==> src/lbe_pkg.sv <==
// Constants, carriers and check-code functions of the local bus RAM
// controller. Assumes one clock, with the check byte stored beside each word.
package lbe_pkg;
  localparam int DW = 32;
  localparam int AW = 32;
  localparam int NPORT = 4;
  localparam int PSW = 2;
  localparam int CHKW = 8;
  localparam int SYNW = 7;
  localparam int MW = DW + CHKW;
  localparam int NLANE = MW / 8;
  localparam int BEW = DW / 8;
  localparam int CNTW = 8;
  localparam int RAW = 10;

  localparam logic [RAW-1:0] OFF_ERROR_FLAGS = 10'h000;
  localparam logic [RAW-1:0] OFF_IRQ_ENABLES = 10'h004;
  localparam logic [RAW-1:0] OFF_CHECK_ENABLE = 10'h008;
  localparam logic [RAW-1:0] OFF_CORR_COUNT = 10'h00C;
  localparam logic [RAW-1:0] OFF_CORR_FAIL_DATA = 10'h100;
  localparam logic [RAW-1:0] OFF_CORR_FAIL_CHECK = 10'h180;
  localparam logic [RAW-1:0] OFF_CORR_FAIL_ADDR = 10'h1C0;
  localparam logic [RAW-1:0] OFF_UNC_FAIL_DATA = 10'h200;
  localparam logic [RAW-1:0] OFF_UNC_FAIL_CHECK = 10'h280;
  localparam logic [RAW-1:0] OFF_UNC_FAIL_ADDR = 10'h2C0;
  localparam logic [RAW-1:0] OFF_INJECT_DATA = 10'h300;
  localparam logic [RAW-1:0] OFF_INJECT_CHECK = 10'h380;

  localparam int FLAG_UNC_BIT = 0;
  localparam int FLAG_CORR_BIT = 1;
  localparam int CHECK_ON_BIT = 0;
  localparam logic [1:0] FLAGS_RST = 2'h0;
  localparam logic [1:0] IRQ_EN_RST = 2'h0;
  localparam logic CHECK_ON_RST = 1'b1;
  localparam logic [CNTW-1:0] COUNT_RST = 8'h00;
  localparam logic [DW-1:0] WORD_RST = 32'h0000_0000;

  localparam logic [1:0] RESP_OKAY = 2'h0;
  localparam logic [1:0] RESP_SLVERR = 2'h2;
  localparam logic [1:0] RESP_DECERR = 2'h3;

  typedef struct packed {
    logic [AW-1:0] local_bus_address;
    logic [DW-1:0] local_bus_write_data;
    logic [BEW-1:0] local_bus_byte_enables;
    logic local_bus_address_strobe;
    logic local_bus_read_strobe;
    logic local_bus_write_strobe;
  } lbe_req_t;

  typedef struct packed {
    logic [DW-1:0] data;
    logic corr;
    logic unc;
  } lbe_dec_t;

  typedef enum logic [1:0] {
    ST_IDLE = 2'h0,
    ST_RMW_RD = 2'h1,
    ST_RMW_WR = 2'h3
  } lbe_state_t;

  // Hamming positions 1..38, data in non-power-of-two slots, bit 6 parity
  function automatic logic [SYNW-1:0] lbe_ecc_gen(input logic [DW-1:0] d);
    logic [5:0] c;
    int k;
    c = 6'h00;
    k = 0;
    for (int pos = 1; pos <= DW + 6; pos++) begin
      if ((pos & (pos - 1)) != 0) begin
        if (d[k]) begin
          c = c ^ 6'(pos);
        end
        k++;
      end
    end
    return {(^d) ^ (^c), c};
  endfunction : lbe_ecc_gen

  function automatic lbe_dec_t lbe_ecc_dec(input logic [MW-1:0] raw,
                                           input logic on);
    lbe_dec_t r;
    logic [SYNW-1:0] s;
    logic par;
    int k;
    r.data = raw[DW-1:0];
    r.corr = 1'b0;
    r.unc = 1'b0;
    s = lbe_ecc_gen(raw[DW-1:0]) ^ raw[DW+SYNW-1:DW];
    par = ^raw[DW+SYNW-1:0];
    k = 0;
    if (on && par) begin
      r.corr = 1'b1;
      for (int pos = 1; pos <= DW + 6; pos++) begin
        if ((pos & (pos - 1)) != 0) begin
          if (6'(pos) == s[5:0]) begin
            r.data[k] = ~raw[k];
          end
          k++;
        end
      end
    end else if (on && s[5:0] != 6'h00) begin
      r.unc = 1'b1;
    end
    return r;
  endfunction : lbe_ecc_dec
endpackage : lbe_pkg

==> src/lbe_ctrl.sv <==
// Local bus RAM controller: four local bus ports onto one RAM port with
// check byte, plus the error register bank behind a lite register bus.
// Assumes a synchronous RAM with one cycle read latency on sys_clk.
`timescale 1ns/1ps
module lbe_ctrl (
  input logic sys_clk,
  input logic rst,
  input lbe_pkg::lbe_req_t [lbe_pkg::NPORT-1:0] local_bus_req,
  output logic [lbe_pkg::NPORT-1:0][lbe_pkg::DW-1:0] port_read_data,
  output logic [lbe_pkg::NPORT-1:0] port_ready,
  output logic [lbe_pkg::NPORT-1:0] port_wait,
  output logic [lbe_pkg::NPORT-1:0] port_correctable_flag,
  output logic [lbe_pkg::NPORT-1:0] port_uncorrectable_flag,
  output logic mem_en,
  output logic [lbe_pkg::NLANE-1:0] mem_we,
  output logic [lbe_pkg::AW-1:0] mem_addr,
  output logic [lbe_pkg::MW-1:0] mem_dout,
  input logic [lbe_pkg::MW-1:0] mem_din,
  output logic interrupt,
  output logic uncorrectable_error_pulse,
  output logic correctable_error_pulse,
  input logic [lbe_pkg::RAW-1:0] s_axi_awaddr,
  input logic s_axi_awvalid,
  output logic s_axi_awready,
  input logic [lbe_pkg::DW-1:0] s_axi_wdata,
  input logic [lbe_pkg::BEW-1:0] s_axi_wstrb,
  input logic s_axi_wvalid,
  output logic s_axi_wready,
  output logic [1:0] s_axi_bresp,
  output logic s_axi_bvalid,
  input logic s_axi_bready,
  input logic [lbe_pkg::RAW-1:0] s_axi_araddr,
  input logic s_axi_arvalid,
  output logic s_axi_arready,
  output logic [lbe_pkg::DW-1:0] s_axi_rdata,
  output logic [1:0] s_axi_rresp,
  output logic s_axi_rvalid,
  input logic s_axi_rready
);

  function automatic logic [lbe_pkg::NPORT-1:0] lbe_onehot(
      input logic [lbe_pkg::PSW-1:0] p);
    return lbe_pkg::NPORT'(1) << p;
  endfunction : lbe_onehot

  function automatic logic [lbe_pkg::DW-1:0] lbe_byte_mask(
      input logic [lbe_pkg::BEW-1:0] be);
    logic [lbe_pkg::DW-1:0] m;
    for (int i = 0; i < lbe_pkg::BEW; i++) begin
      m[i*8 +: 8] = {8{be[i]}};
    end
    return m;
  endfunction : lbe_byte_mask

  function automatic logic [1:0] lbe_resp(input logic [lbe_pkg::RAW-1:0] a);
    logic [1:0] r;
    r = lbe_pkg::RESP_DECERR;
    if (a[1:0] != 2'h0) begin
      r = lbe_pkg::RESP_SLVERR;
    end else if (a == lbe_pkg::OFF_ERROR_FLAGS ||
                 a == lbe_pkg::OFF_IRQ_ENABLES ||
                 a == lbe_pkg::OFF_CHECK_ENABLE ||
                 a == lbe_pkg::OFF_CORR_COUNT ||
                 a == lbe_pkg::OFF_CORR_FAIL_DATA ||
                 a == lbe_pkg::OFF_CORR_FAIL_CHECK ||
                 a == lbe_pkg::OFF_CORR_FAIL_ADDR ||
                 a == lbe_pkg::OFF_UNC_FAIL_DATA ||
                 a == lbe_pkg::OFF_UNC_FAIL_CHECK ||
                 a == lbe_pkg::OFF_UNC_FAIL_ADDR ||
                 a == lbe_pkg::OFF_INJECT_DATA ||
                 a == lbe_pkg::OFF_INJECT_CHECK) begin
      r = lbe_pkg::RESP_OKAY;
    end
    return r;
  endfunction : lbe_resp

  lbe_pkg::lbe_state_t state;
  lbe_pkg::lbe_req_t [lbe_pkg::NPORT-1:0] pend;
  lbe_pkg::lbe_req_t [lbe_pkg::NPORT-1:0] cur;
  lbe_pkg::lbe_req_t greq;
  lbe_pkg::lbe_req_t act;
  lbe_pkg::lbe_dec_t dec;
  logic [lbe_pkg::NPORT-1:0] pend_v;
  logic [lbe_pkg::NPORT-1:0] busy_q;
  logic [lbe_pkg::NPORT-1:0] ready_q;
  logic [lbe_pkg::PSW-1:0] gsel;
  logic [lbe_pkg::PSW-1:0] act_port;
  logic gany;
  logic issue;
  logic g_rmw;
  logic mem_write;
  logic rd_q;
  logic chk_v;
  logic ev_corr;
  logic ev_unc;
  logic [lbe_pkg::AW-1:0] last_addr;
  logic [lbe_pkg::DW-1:0] merge_q;
  logic [lbe_pkg::DW-1:0] wr_word;
  logic [lbe_pkg::DW-1:0] wmask;
  logic [1:0] flags;
  logic [1:0] next_flags;
  logic [1:0] irq_en;
  logic check_on;
  logic [lbe_pkg::CNTW-1:0] corr_count;
  logic [lbe_pkg::DW-1:0] corr_fail_data;
  logic [lbe_pkg::SYNW-1:0] corr_fail_check;
  logic [lbe_pkg::AW-1:0] corr_fail_addr;
  logic [lbe_pkg::DW-1:0] unc_fail_data;
  logic [lbe_pkg::SYNW-1:0] unc_fail_check;
  logic [lbe_pkg::AW-1:0] unc_fail_addr;
  logic [lbe_pkg::DW-1:0] inject_data;
  logic [lbe_pkg::SYNW-1:0] inject_check;
  logic aw_ack;
  logic ar_ack;
  logic [lbe_pkg::DW-1:0] rmux;

  // Lowest port number wins; losers and busy-time strobes are held
  always_comb begin
    gany = 1'b0;
    gsel = '0;
    for (int i = lbe_pkg::NPORT - 1; i >= 0; i--) begin
      cur[i] = pend_v[i] ? pend[i] : local_bus_req[i];
      if (pend_v[i] || local_bus_req[i].local_bus_address_strobe) begin
        gany = 1'b1;
        gsel = lbe_pkg::PSW'(i);
      end
    end
    greq = cur[gsel];
    issue = gany && state == lbe_pkg::ST_IDLE;
    g_rmw = greq.local_bus_write_strobe &&
            greq.local_bus_byte_enables != '1;
  end

  always_ff @(posedge sys_clk or posedge rst) begin
    if (rst) begin
      pend_v <= '0;
      pend <= '0;
    end else begin
      for (int i = 0; i < lbe_pkg::NPORT; i++) begin
        if (issue && gsel == lbe_pkg::PSW'(i)) begin
          pend_v[i] <= 1'b0;
        end else if (local_bus_req[i].local_bus_address_strobe &&
                     !pend_v[i]) begin
          pend_v[i] <= 1'b1;
          pend[i] <= local_bus_req[i];
        end
      end
    end
  end

  // Partial writes need read-modify-write so the check byte covers the word
  always_ff @(posedge sys_clk or posedge rst) begin
    if (rst) begin
      state <= lbe_pkg::ST_IDLE;
      act <= '0;
      act_port <= '0;
      busy_q <= '0;
      ready_q <= '0;
      rd_q <= 1'b0;
      chk_v <= 1'b0;
      merge_q <= lbe_pkg::WORD_RST;
      last_addr <= lbe_pkg::WORD_RST;
    end else begin
      ready_q <= '0;
      rd_q <= 1'b0;
      chk_v <= 1'b0;
      unique case (state)
        lbe_pkg::ST_IDLE: begin
          if (issue) begin
            last_addr <= greq.local_bus_address;
            act <= greq;
            act_port <= gsel;
            if (g_rmw) begin
              state <= lbe_pkg::ST_RMW_RD;
              busy_q <= lbe_onehot(gsel);
              chk_v <= 1'b1;
            end else begin
              ready_q <= lbe_onehot(gsel);
              rd_q <= greq.local_bus_read_strobe;
              chk_v <= greq.local_bus_read_strobe;
            end
          end
        end
        lbe_pkg::ST_RMW_RD: begin
          merge_q <=
            (dec.data & ~lbe_byte_mask(act.local_bus_byte_enables)) |
            (act.local_bus_write_data &
             lbe_byte_mask(act.local_bus_byte_enables));
          state <= lbe_pkg::ST_RMW_WR;
        end
        lbe_pkg::ST_RMW_WR: begin
          ready_q <= lbe_onehot(act_port);
          busy_q <= '0;
          state <= lbe_pkg::ST_IDLE;
        end
        default: begin
          state <= lbe_pkg::ST_IDLE;
        end
      endcase
    end
  end

  // RAM is driven in the strobe cycle itself to keep one-cycle latency
  always_comb begin
    wr_word = (state == lbe_pkg::ST_RMW_WR) ? merge_q
                                           : greq.local_bus_write_data;
    mem_write = state == lbe_pkg::ST_RMW_WR ||
                (issue && greq.local_bus_write_strobe && !g_rmw);
    mem_en = issue || state == lbe_pkg::ST_RMW_WR;
    mem_addr = (state == lbe_pkg::ST_RMW_WR) ? act.local_bus_address
                                            : greq.local_bus_address;
    mem_we = mem_write ? '1 : '0;
    mem_dout = {1'b0, lbe_pkg::lbe_ecc_gen(wr_word) ^ inject_check,
                wr_word ^ inject_data};
    dec = lbe_pkg::lbe_ecc_dec(mem_din, check_on);
    ev_corr = chk_v && dec.corr;
    ev_unc = chk_v && dec.unc;
    for (int i = 0; i < lbe_pkg::NPORT; i++) begin
      port_read_data[i] = dec.data;
      port_correctable_flag[i] = ready_q[i] && rd_q && dec.corr;
      port_uncorrectable_flag[i] = ready_q[i] && rd_q && dec.unc;
    end
    port_ready = ready_q;
    port_wait = pend_v | busy_q;
  end

  always_ff @(posedge sys_clk or posedge rst) begin
    if (rst) begin
      uncorrectable_error_pulse <= 1'b0;
      correctable_error_pulse <= 1'b0;
      interrupt <= 1'b0;
    end else begin
      uncorrectable_error_pulse <= ev_unc;
      correctable_error_pulse <= ev_corr;
      interrupt <= |(flags & irq_en);
    end
  end

  // Register bus: address and data taken together, one acknowledge cycle
  assign s_axi_awready = aw_ack;
  assign s_axi_wready = aw_ack;
  assign s_axi_arready = ar_ack;

  always_ff @(posedge sys_clk or posedge rst) begin
    if (rst) begin
      aw_ack <= 1'b0;
      s_axi_bvalid <= 1'b0;
      s_axi_bresp <= lbe_pkg::RESP_OKAY;
    end else begin
      aw_ack <= s_axi_awvalid && s_axi_wvalid && !s_axi_bvalid && !aw_ack;
      if (aw_ack) begin
        s_axi_bvalid <= 1'b1;
        s_axi_bresp <= lbe_resp(s_axi_awaddr);
      end else if (s_axi_bready) begin
        s_axi_bvalid <= 1'b0;
      end
    end
  end

  always_comb begin
    unique case (s_axi_araddr)
      lbe_pkg::OFF_ERROR_FLAGS: rmux = {30'h0, flags};
      lbe_pkg::OFF_IRQ_ENABLES: rmux = {30'h0, irq_en};
      lbe_pkg::OFF_CHECK_ENABLE: rmux = {31'h0, check_on};
      lbe_pkg::OFF_CORR_COUNT: rmux = {24'h0, corr_count};
      lbe_pkg::OFF_CORR_FAIL_DATA: rmux = corr_fail_data;
      lbe_pkg::OFF_CORR_FAIL_CHECK: rmux = {25'h0, corr_fail_check};
      lbe_pkg::OFF_CORR_FAIL_ADDR: rmux = corr_fail_addr;
      lbe_pkg::OFF_UNC_FAIL_DATA: rmux = unc_fail_data;
      lbe_pkg::OFF_UNC_FAIL_CHECK: rmux = {25'h0, unc_fail_check};
      lbe_pkg::OFF_UNC_FAIL_ADDR: rmux = unc_fail_addr;
      default: rmux = lbe_pkg::WORD_RST;
    endcase
  end

  // read address is held by the master until arready
  always_ff @(posedge sys_clk or posedge rst) begin
    if (rst) begin
      ar_ack <= 1'b0;
      s_axi_rvalid <= 1'b0;
      s_axi_rdata <= lbe_pkg::WORD_RST;
      s_axi_rresp <= lbe_pkg::RESP_OKAY;
    end else begin
      ar_ack <= s_axi_arvalid && !s_axi_rvalid && !ar_ack;
      if (ar_ack) begin
        s_axi_rvalid <= 1'b1;
        s_axi_rdata <= rmux;
        s_axi_rresp <= lbe_resp(s_axi_araddr);
      end else if (s_axi_rready) begin
        s_axi_rvalid <= 1'b0;
      end
    end
  end

  // New error in the clearing cycle still sets its flag
  always_comb begin
    wmask = lbe_byte_mask(s_axi_wstrb);
    next_flags = flags;
    if (aw_ack && s_axi_awaddr == lbe_pkg::OFF_ERROR_FLAGS) begin
      next_flags = flags & ~(s_axi_wdata[1:0] & wmask[1:0]);
    end
    next_flags[lbe_pkg::FLAG_UNC_BIT] = next_flags[lbe_pkg::FLAG_UNC_BIT] |
                                        ev_unc;
    next_flags[lbe_pkg::FLAG_CORR_BIT] = next_flags[lbe_pkg::FLAG_CORR_BIT] |
                                         ev_corr;
  end

  always_ff @(posedge sys_clk or posedge rst) begin
    if (rst) begin
      flags <= lbe_pkg::FLAGS_RST;
      irq_en <= lbe_pkg::IRQ_EN_RST;
      check_on <= lbe_pkg::CHECK_ON_RST;
      corr_count <= lbe_pkg::COUNT_RST;
    end else begin
      flags <= next_flags;
      if (aw_ack && s_axi_awaddr == lbe_pkg::OFF_IRQ_ENABLES && s_axi_wstrb[0])
      begin
        irq_en <= s_axi_wdata[1:0];
      end
      if (aw_ack && s_axi_awaddr == lbe_pkg::OFF_CHECK_ENABLE &&
          s_axi_wstrb[0]) begin
        check_on <= s_axi_wdata[lbe_pkg::CHECK_ON_BIT];
      end
      if (aw_ack && s_axi_awaddr == lbe_pkg::OFF_CORR_COUNT && s_axi_wstrb[0])
      begin
        corr_count <= s_axi_wdata[lbe_pkg::CNTW-1:0];
      end else if (ev_corr && corr_count != '1) begin
        corr_count <= corr_count + 1'b1;
      end
    end
  end

  // Captures hold the raw word; frozen until software clears the flag
  always_ff @(posedge sys_clk or posedge rst) begin
    if (rst) begin
      corr_fail_data <= lbe_pkg::WORD_RST;
      corr_fail_check <= '0;
      corr_fail_addr <= lbe_pkg::WORD_RST;
      unc_fail_data <= lbe_pkg::WORD_RST;
      unc_fail_check <= '0;
      unc_fail_addr <= lbe_pkg::WORD_RST;
    end else begin
      if (ev_corr && !flags[lbe_pkg::FLAG_CORR_BIT]) begin
        corr_fail_data <= mem_din[lbe_pkg::DW-1:0];
        corr_fail_check <= mem_din[lbe_pkg::DW+lbe_pkg::SYNW-1:lbe_pkg::DW];
        corr_fail_addr <= last_addr;
      end
      if (ev_unc && !flags[lbe_pkg::FLAG_UNC_BIT]) begin
        unc_fail_data <= mem_din[lbe_pkg::DW-1:0];
        unc_fail_check <= mem_din[lbe_pkg::DW+lbe_pkg::SYNW-1:lbe_pkg::DW];
        unc_fail_addr <= last_addr;
      end
    end
  end

  // Injection masks apply to the next RAM write only, then self-clear
  always_ff @(posedge sys_clk or posedge rst) begin
    if (rst) begin
      inject_data <= lbe_pkg::WORD_RST;
      inject_check <= '0;
    end else begin
      if (mem_write) begin
        inject_data <= lbe_pkg::WORD_RST;
        inject_check <= '0;
      end
      if (aw_ack && s_axi_awaddr == lbe_pkg::OFF_INJECT_DATA) begin
        inject_data <= (inject_data & ~wmask) | (s_axi_wdata & wmask);
      end
      if (aw_ack && s_axi_awaddr == lbe_pkg::OFF_INJECT_CHECK &&
          s_axi_wstrb[0]) begin
        inject_check <= s_axi_wdata[lbe_pkg::SYNW-1:0];
      end
    end
  end
endmodule : lbe_ctrl

==> config.mk <==
export PLATFORM = sky130hd
export DESIGN_NAME = lbe_ctrl
export DESIGN_NICKNAME = d
export VERILOG_FILES = /design/src/lbe_pkg.sv /design/src/lbe_ctrl.sv
export SDC_FILE = /design/constraint.sdc
export NUM_CORES = 2
export LEC_CHECK = 0
export BUFFER_PORTS_ARGS = -buffer_cell sky130_fd_sc_hd__buf_4
export CORE_ASPECT_RATIO = 0.7
export CORE_UTILIZATION = 56
export DETAILED_ROUTE_END_ITERATION = 16
export PLACE_DENSITY = 0.85
export SLEW_MARGIN = 5
export SYNTH_ARGS = -nofsm -noshare
export SYNTH_HDL_FRONTEND = slang
export SYNTH_SLANG_ARGS = --single-unit
==> constraint.sdc <==
create_clock -name sys_clk -period 26.3 [get_ports sys_clk]
set_clock_uncertainty 0.1 [all_clocks]
set_input_delay 5.26 -clock sys_clk [delete_from_list [all_inputs] [get_ports sys_clk]]
set_output_delay 5.26 -clock sys_clk [all_outputs]
set_load 0.01 [all_outputs]
; ---- Word level (Yosys, flattened, before mapping)
; Cells that the tools add are included.
; Widths: inputs -> output; s select.
[totals]
reg_bits = 639
input_bits = 387
output_inout_bits = 266
elab_cells = 914
[classes]
add_sub_neg = 31
order_cmp = 94
eq_ne = 63
n_shift = 2
n_mux = 403
bitwise_logic = 117
n_reduce_logical = 144
[ops]
columns = operator, count
row1 = $mux 32, 96
row2 = $bwmux 32, 31
row3 = $ge 32x1->1 const B, 31
row4 = $lt 32x7->1 const B, 31
row5 = $lt 32x8->1 const B, 31
row6 = $add 32x2->32 const B, 30
row7 = $mux 71, 5
row8 = $pmux 32 s10, 1
row9 = $bmux 1 s6, 31
row10 = $demux 1 s5, 31
row11 = $mux 5, 31
row12 = $bmux 71 s2, 1
row13 = $and 32x32->32, 4
row14 = $mux 1, 119
row15 = $eq 10x10->1 const B, 10
row16 = $eq 5x6->1 const A, 15
row17 = $not 3->3, 26
row18 = $logic_and 1x1->1, 77
row19 = $mux 4, 18
row20 = $mux 6, 12
row21 = $not 32->32, 2
row22 = $or 32x32->32, 2
row23 = $eq 10x9->1 const B, 6
row24 = $eq 4x6->1 const A, 7
row25 = 44 further kinds, 206

; ---- Depth between registers and ports, before layout
[depth]
ltp_word = 164
ltp_mapped = 16
mapped_depth_nobuf = 10

; ---- Least setup slack after synthesis
; Ideal clock, no wire load.
[synth_timing]
kind = input -> output
from = input port local_bus_req[73] (netlist name)
to = output port mem_dout[38] (netlist name)
arrival_ns = 8.549
required_ns = 20.940
setup_slack_ns = 12.391
path_stages = 11
n_path_buf = 1
path_cell_list = or4_1 clkbuf_1 nor3_1 a22oi_1 o211ai_1 o21ai_0 xor3_1 xnor3_1 xnor2_1 xnor3_1 xor3_1
[synth_via]
elab_chain_len = 58
elab_cells_between_ends = 73
cone_classes = 37 x mux / 33 x bitwise / 3 x reduce/logical
[synth_rtl]
columns = item, line_no
row1 = "start, declared", lbe_ctrl.sv:8  ; input lbe_pkg::lbe_req_t [lbe_pkg::NPORT-1:0] local_bus_req,
row2 = $logic_or 1x1->1 *, lbe_ctrl.sv:123  ; if (pend_v[i] || local_bus_req[i].local_bus_address_strobe) begin
row3 = $mux 2 * (2 in a row), lbe_ctrl.sv:123
row4 = $bmux 71 s2 *, lbe_ctrl.sv:128  ; greq = cur[gsel];
row5 = $mux 71 (implied by the code) *, lbe_ctrl.sv:128
row6 = $mux 32 *, lbe_ctrl.sv:205  ; wr_word = (state == lbe_pkg::ST_RMW_WR) ? merge_q
row7 = $mux 2, lbe_pkg.sv:71  ; if (d[k]) begin
row8 = $not 2->2 (no source line) / $mux 3 (equally long branches), --
row9 = $mux 3 / $not 2->2 (equally long branches), --
row10 = [40 not listed], --
row11 = $not 3->3 (no source line), --
row12 = $mux 6 (2 in a row), lbe_pkg.sv:71
row13 = $not 3->3 (no source line) / $mux 6 (equally long branches), --
row14 = $mux 6 / $not 3->3 (equally long branches), --
row15 = $mux 6, lbe_pkg.sv:71
row16 = $reduce_xor 6->1, lbe_pkg.sv:77  ; return {(^d) ^ (^c), c};
row17 = $xor 1x1->1 *, lbe_pkg.sv:77
row18 = $xor 7x7->7 *, lbe_ctrl.sv:213  ; mem_dout = {1'b0, lbe_pkg::lbe_ecc_gen(wr_word) ^ inject_check,
row19 = "end, declared", lbe_ctrl.sv:17  ; output logic [lbe_pkg::MW-1:0] mem_dout,
; Mark *: on every way between the ends. The rest lies on a longest branch, timed or not. The select of a mux whose other input is x is not followed.

; ---- Worst setup path in the final report
[layout_timing]
from = input port local_bus_req[2] (netlist name)
to = output port mem_dout[38] (netlist name)
[layout_via]
elab_chain_len = 57
elab_cells_between_ends = 72
cone_classes = 36 x mux / 33 x bitwise / 3 x reduce/logical
[layout_rtl]
columns = item, line_no
row1 = $logic_or 1x1->1 *, lbe_ctrl.sv:123
row2 = $mux 2 *, lbe_ctrl.sv:123
row3 = $bmux 71 s2 *, lbe_ctrl.sv:128
row4 = $mux 71 (implied by the code) *, lbe_ctrl.sv:128
row5 = $mux 32 *, lbe_ctrl.sv:205
row6 = $mux 2, lbe_pkg.sv:71
row7 = $not 2->2 (no source line) / $mux 3 (equally long branches), --
row8 = $mux 3 / $not 2->2 (equally long branches), --
row9 = [40 not listed], --
row10 = $not 3->3 (no source line), --
row11 = $mux 6 (2 in a row), lbe_pkg.sv:71
row12 = $not 3->3 (no source line) / $mux 6 (equally long branches), --
row13 = $mux 6 / $not 3->3 (equally long branches), --
row14 = $mux 6, lbe_pkg.sv:71
row15 = $reduce_xor 6->1, lbe_pkg.sv:77
row16 = $xor 1x1->1 *, lbe_pkg.sv:77
row17 = $xor 7x7->7 *, lbe_ctrl.sv:213
; Marked as above.

==> results.json <==
{
  "dpl.hpwl_um": 82200,
  "wl_per_cell_um": 27.3,
  "netlist_area_um2": 33200,
  "start_kind": "primary input",
  "die_x_um": 293,
  "die_h_um": 206,
  "io_pins": 653,
  "leakagePower_nw": 19.4,
  "grt_overflow_total": 0,
  "syn2layout_area_growth_pct": 21.5,
  "drcViolationCount": 0,
  "cts_buffers": 61,
  "die_area_um2": 60200,
  "crit_chain": "buf_4 -> or2_2 -> a21oi_4 -> buf_4 -> a211oi_1 -> o31ai_1 -> xnor3_1 -> xor3_2 -> xnor3_1 -> xnor2_2 -> xnor3_1 -> xor3_1 -> buf_4",
  "start_util_pct": 56.8,
  "yosysTopAreaCell": "dfrtp_1",
  "clock.fmax_ghz": 0.0629,
  "cts_resized": 0,
  "cap_violations": 0,
  "cts_tree": "yes",
  "maxSlewHeadroom_pct": 12.1,
  "clock_sinks": 635,
  "synth.most_common_cell": "dfrtp_1",
  "cts_root_buffer": "clkbuf_16",
  "synth_flop_cell": "dfrtp_1",
  "cts-htree-levels": 2,
  "finalCritPeriodShare_pct": 60.5,
  "cts_buffer_depth": 3,
  "hold_class": "register to register",
  "end_kind": "output pin",
  "regArea_um2": 15900,
  "yosysUniqueCellTypes": 68,
  "synth_edf_count": 0,
  "path_max_fanout": 53,
  "finalCriticalPeriod_ns": 15.91,
  "drtPass1Iterations": 5,
  "path_clk_slew_ns": 0.06,
  "tns_ns": 0,
  "drive_above_1_share_pct": 40.8,
  "final_max_slew_viol_count": 0,
  "critPathMaxStageDelay_ns": 1.00,
  "syn_inst": 2801,
  "hold_ws_ns": 0.363,
  "wirelength_um": 113000,
  "portBuffers": 650,
  "rows": 74,
  "grt_pass1_vias": 25500,
  "drt-initial-drc-count": 2569,
  "hold_violations": 0,
  "viasPerCell": 6.24,
  "crit_slowest_cell": "o31ai_1",
  "syn_avg_cell_area_um2": 11.8,
  "ant_nets": 0,
  "grt_max_degree": 134,
  "cts_hold_buffers": 0,
  "fill_cells": 4164,
  "vias": 25800,
  "yosysWarnings": 0,
  "place_congestion": 0.970,
  "antenna_found_initial": 13,
  "worst_slew_pin_slew_ns": 1.31,
  "finalPower_mw": 5.84,
  "final_nets": 3674,
  "setup-violations-final": 0,
  "status": "finished, final reports clean",
  "crit_type": "primary input to output pin",
  "crit_required_ns": 20.94,
  "synth_top_cells_by_count": "dfrtp_1, mux2_2, mux2i_1",
  "grt_pass1_wl_um": 164000,
  "yosys-top-cells-area": "dfrtp_1, mux2_2, mux2i_1",
  "synth-seq-cells": 635,
  "grt_use_total_pct": 36.8,
  "crit_arrival_ns": 10.55,
  "synth_nets": 3192,
  "synth_top_area_share_pct": 47.8,
  "stdcell_area_um2": 40300,
  "cts_setup_buffers": 0,
  "ys_seq_area_share_pct": 47.9,
  "place_area_um2": 38000,
  "rsz0062_at_grt": "false",
  "multi_input_area_um2": 15800,
  "worst_skew_pair.late_latency_ns": 0.64,
  "core-area_um2": 58400,
  "synthArstFlopShare_pct": 100,
  "p_per_area_nw_per_um2": 145,
  "ir_drop_mv": 0.721
}
==> cell type report <==
cell class / instances / share of cell area (%)
clock buffer: 88 / 4.47
clock inverter: 24 / 1.12
sequential: 635 / 39.5
timing repair buffer: 697 / 13.0
inverter: 15 / 0.158
antenna: 14 / 0.0869
tap: 798 / 2.48
multi-input combinational: 1873 / 39.3
==> critical path: cells and delay by family <==
kind / cells / cell delay [ns]
AO/OA/AOI/OAI: 3 / 1.57
AND/OR/NAND/NOR: 1 / 0.55
XOR/XNOR: 6 / 2.16
buffers and inverters: 3 / 0.98
==> where the power goes <==
| part | internal (mW) | leakage [nW] | switching [mW] | total, mW |
|---|---|---|---|---|
| sequential | 1.27 | 8.05 | 0.240 | 1.51 |
| clock | 0.600 | 1.11 | 0.391 | 0.991 |
| combinational | 1.72 | 10.2 | 1.61 | 3.34 |
==> through the flow <==
step | util, % | worst slack [ns] | cells
floorplan | - | 3.15 | 2801
detailed placement | 65.1 | 10.47 | 4018
global route | 69.0 | 10.31 | 4138
CTS | 68.9 | 10.47 | 4130
global placement | 65.1 | 10.51 | 4018
finish | 69.0 | 10.39 | 4144
==> cell families (layout without fill, tap and decap cells) <==
group	Yosys count	count (layout)	share of synthesized area, %
flip-flops	635	635	47.9
adder cells (fa/ha/maj)	4	4	0.151
other	1	15	0.0113
AND/OR/NAND/NOR	451	451	6.06
XOR/XNOR	204	204	6.20
AO/OA/AOI/OAI	445	445	9.88
multiplexers	768	768	25.1
buffers and inverters	293	824	4.71
==> placed cells by master, fill, tap and decap left out, drive strengths merged, types with 20 or more instances in the layout <==
cell / count
nand3: 20
a22oi: 74
o22ai: 32
nand2: 138
mux2i: 260
nor2: 173
buf: 697
mux2: 508
a21oi: 26
o22a: 34
clkbuf: 88
a22o: 40
nor3: 32
nand2b: 27
o21ai: 91
dfrtp: 634
a31oi: 37
o221ai: 34
xor2: 76
xnor2: 110
==> final timing paths <==
path	startpoint	endpoint	slack, ns	cells after the start
setup / recovery	local_bus_req[2]	mem_dout[38]	10.39	13
hold / removal	s_axi_rvalid	s_axi_arready	0.36	1
setup reg to reg	pend_v[0]	busy_q[0]	20.43	12
hold reg to reg	s_axi_rvalid	s_axi_arready	0.36	1
max in group asynchronous	rst	pend[69]	18.11	5
min in group asynchronous	rst	last_addr[24]	4.70	2
==> sequential cells by signal, indices dropped and copies added (netlist names), 8 cells and up <==
signal and flops:
pend 280, act 36, corr_fail_addr 32, corr_fail_data 32
inject_data 32, last_addr 32, merge_q 32, s_axi_rdata 32
unc_fail_addr 32, unc_fail_data 32, corr_count 8
==> layer usage <==
| metal | part of all wire, % | vias to the layer above | GRT usage [%] |
|---|---|---|---|
| met5 | 0.019 | - | 0 |
| met4 | 4.1 | 4 | 13.8 |
| met3 | 11 | 287 | 10.2 |
| met2 | 44 | 1448 | 55.3 |
| met1 | 41 | 13100 | 50.7 |
| li1 | - | 11000 | - |
Note: power is estimated with default switching activity, not from simulation.
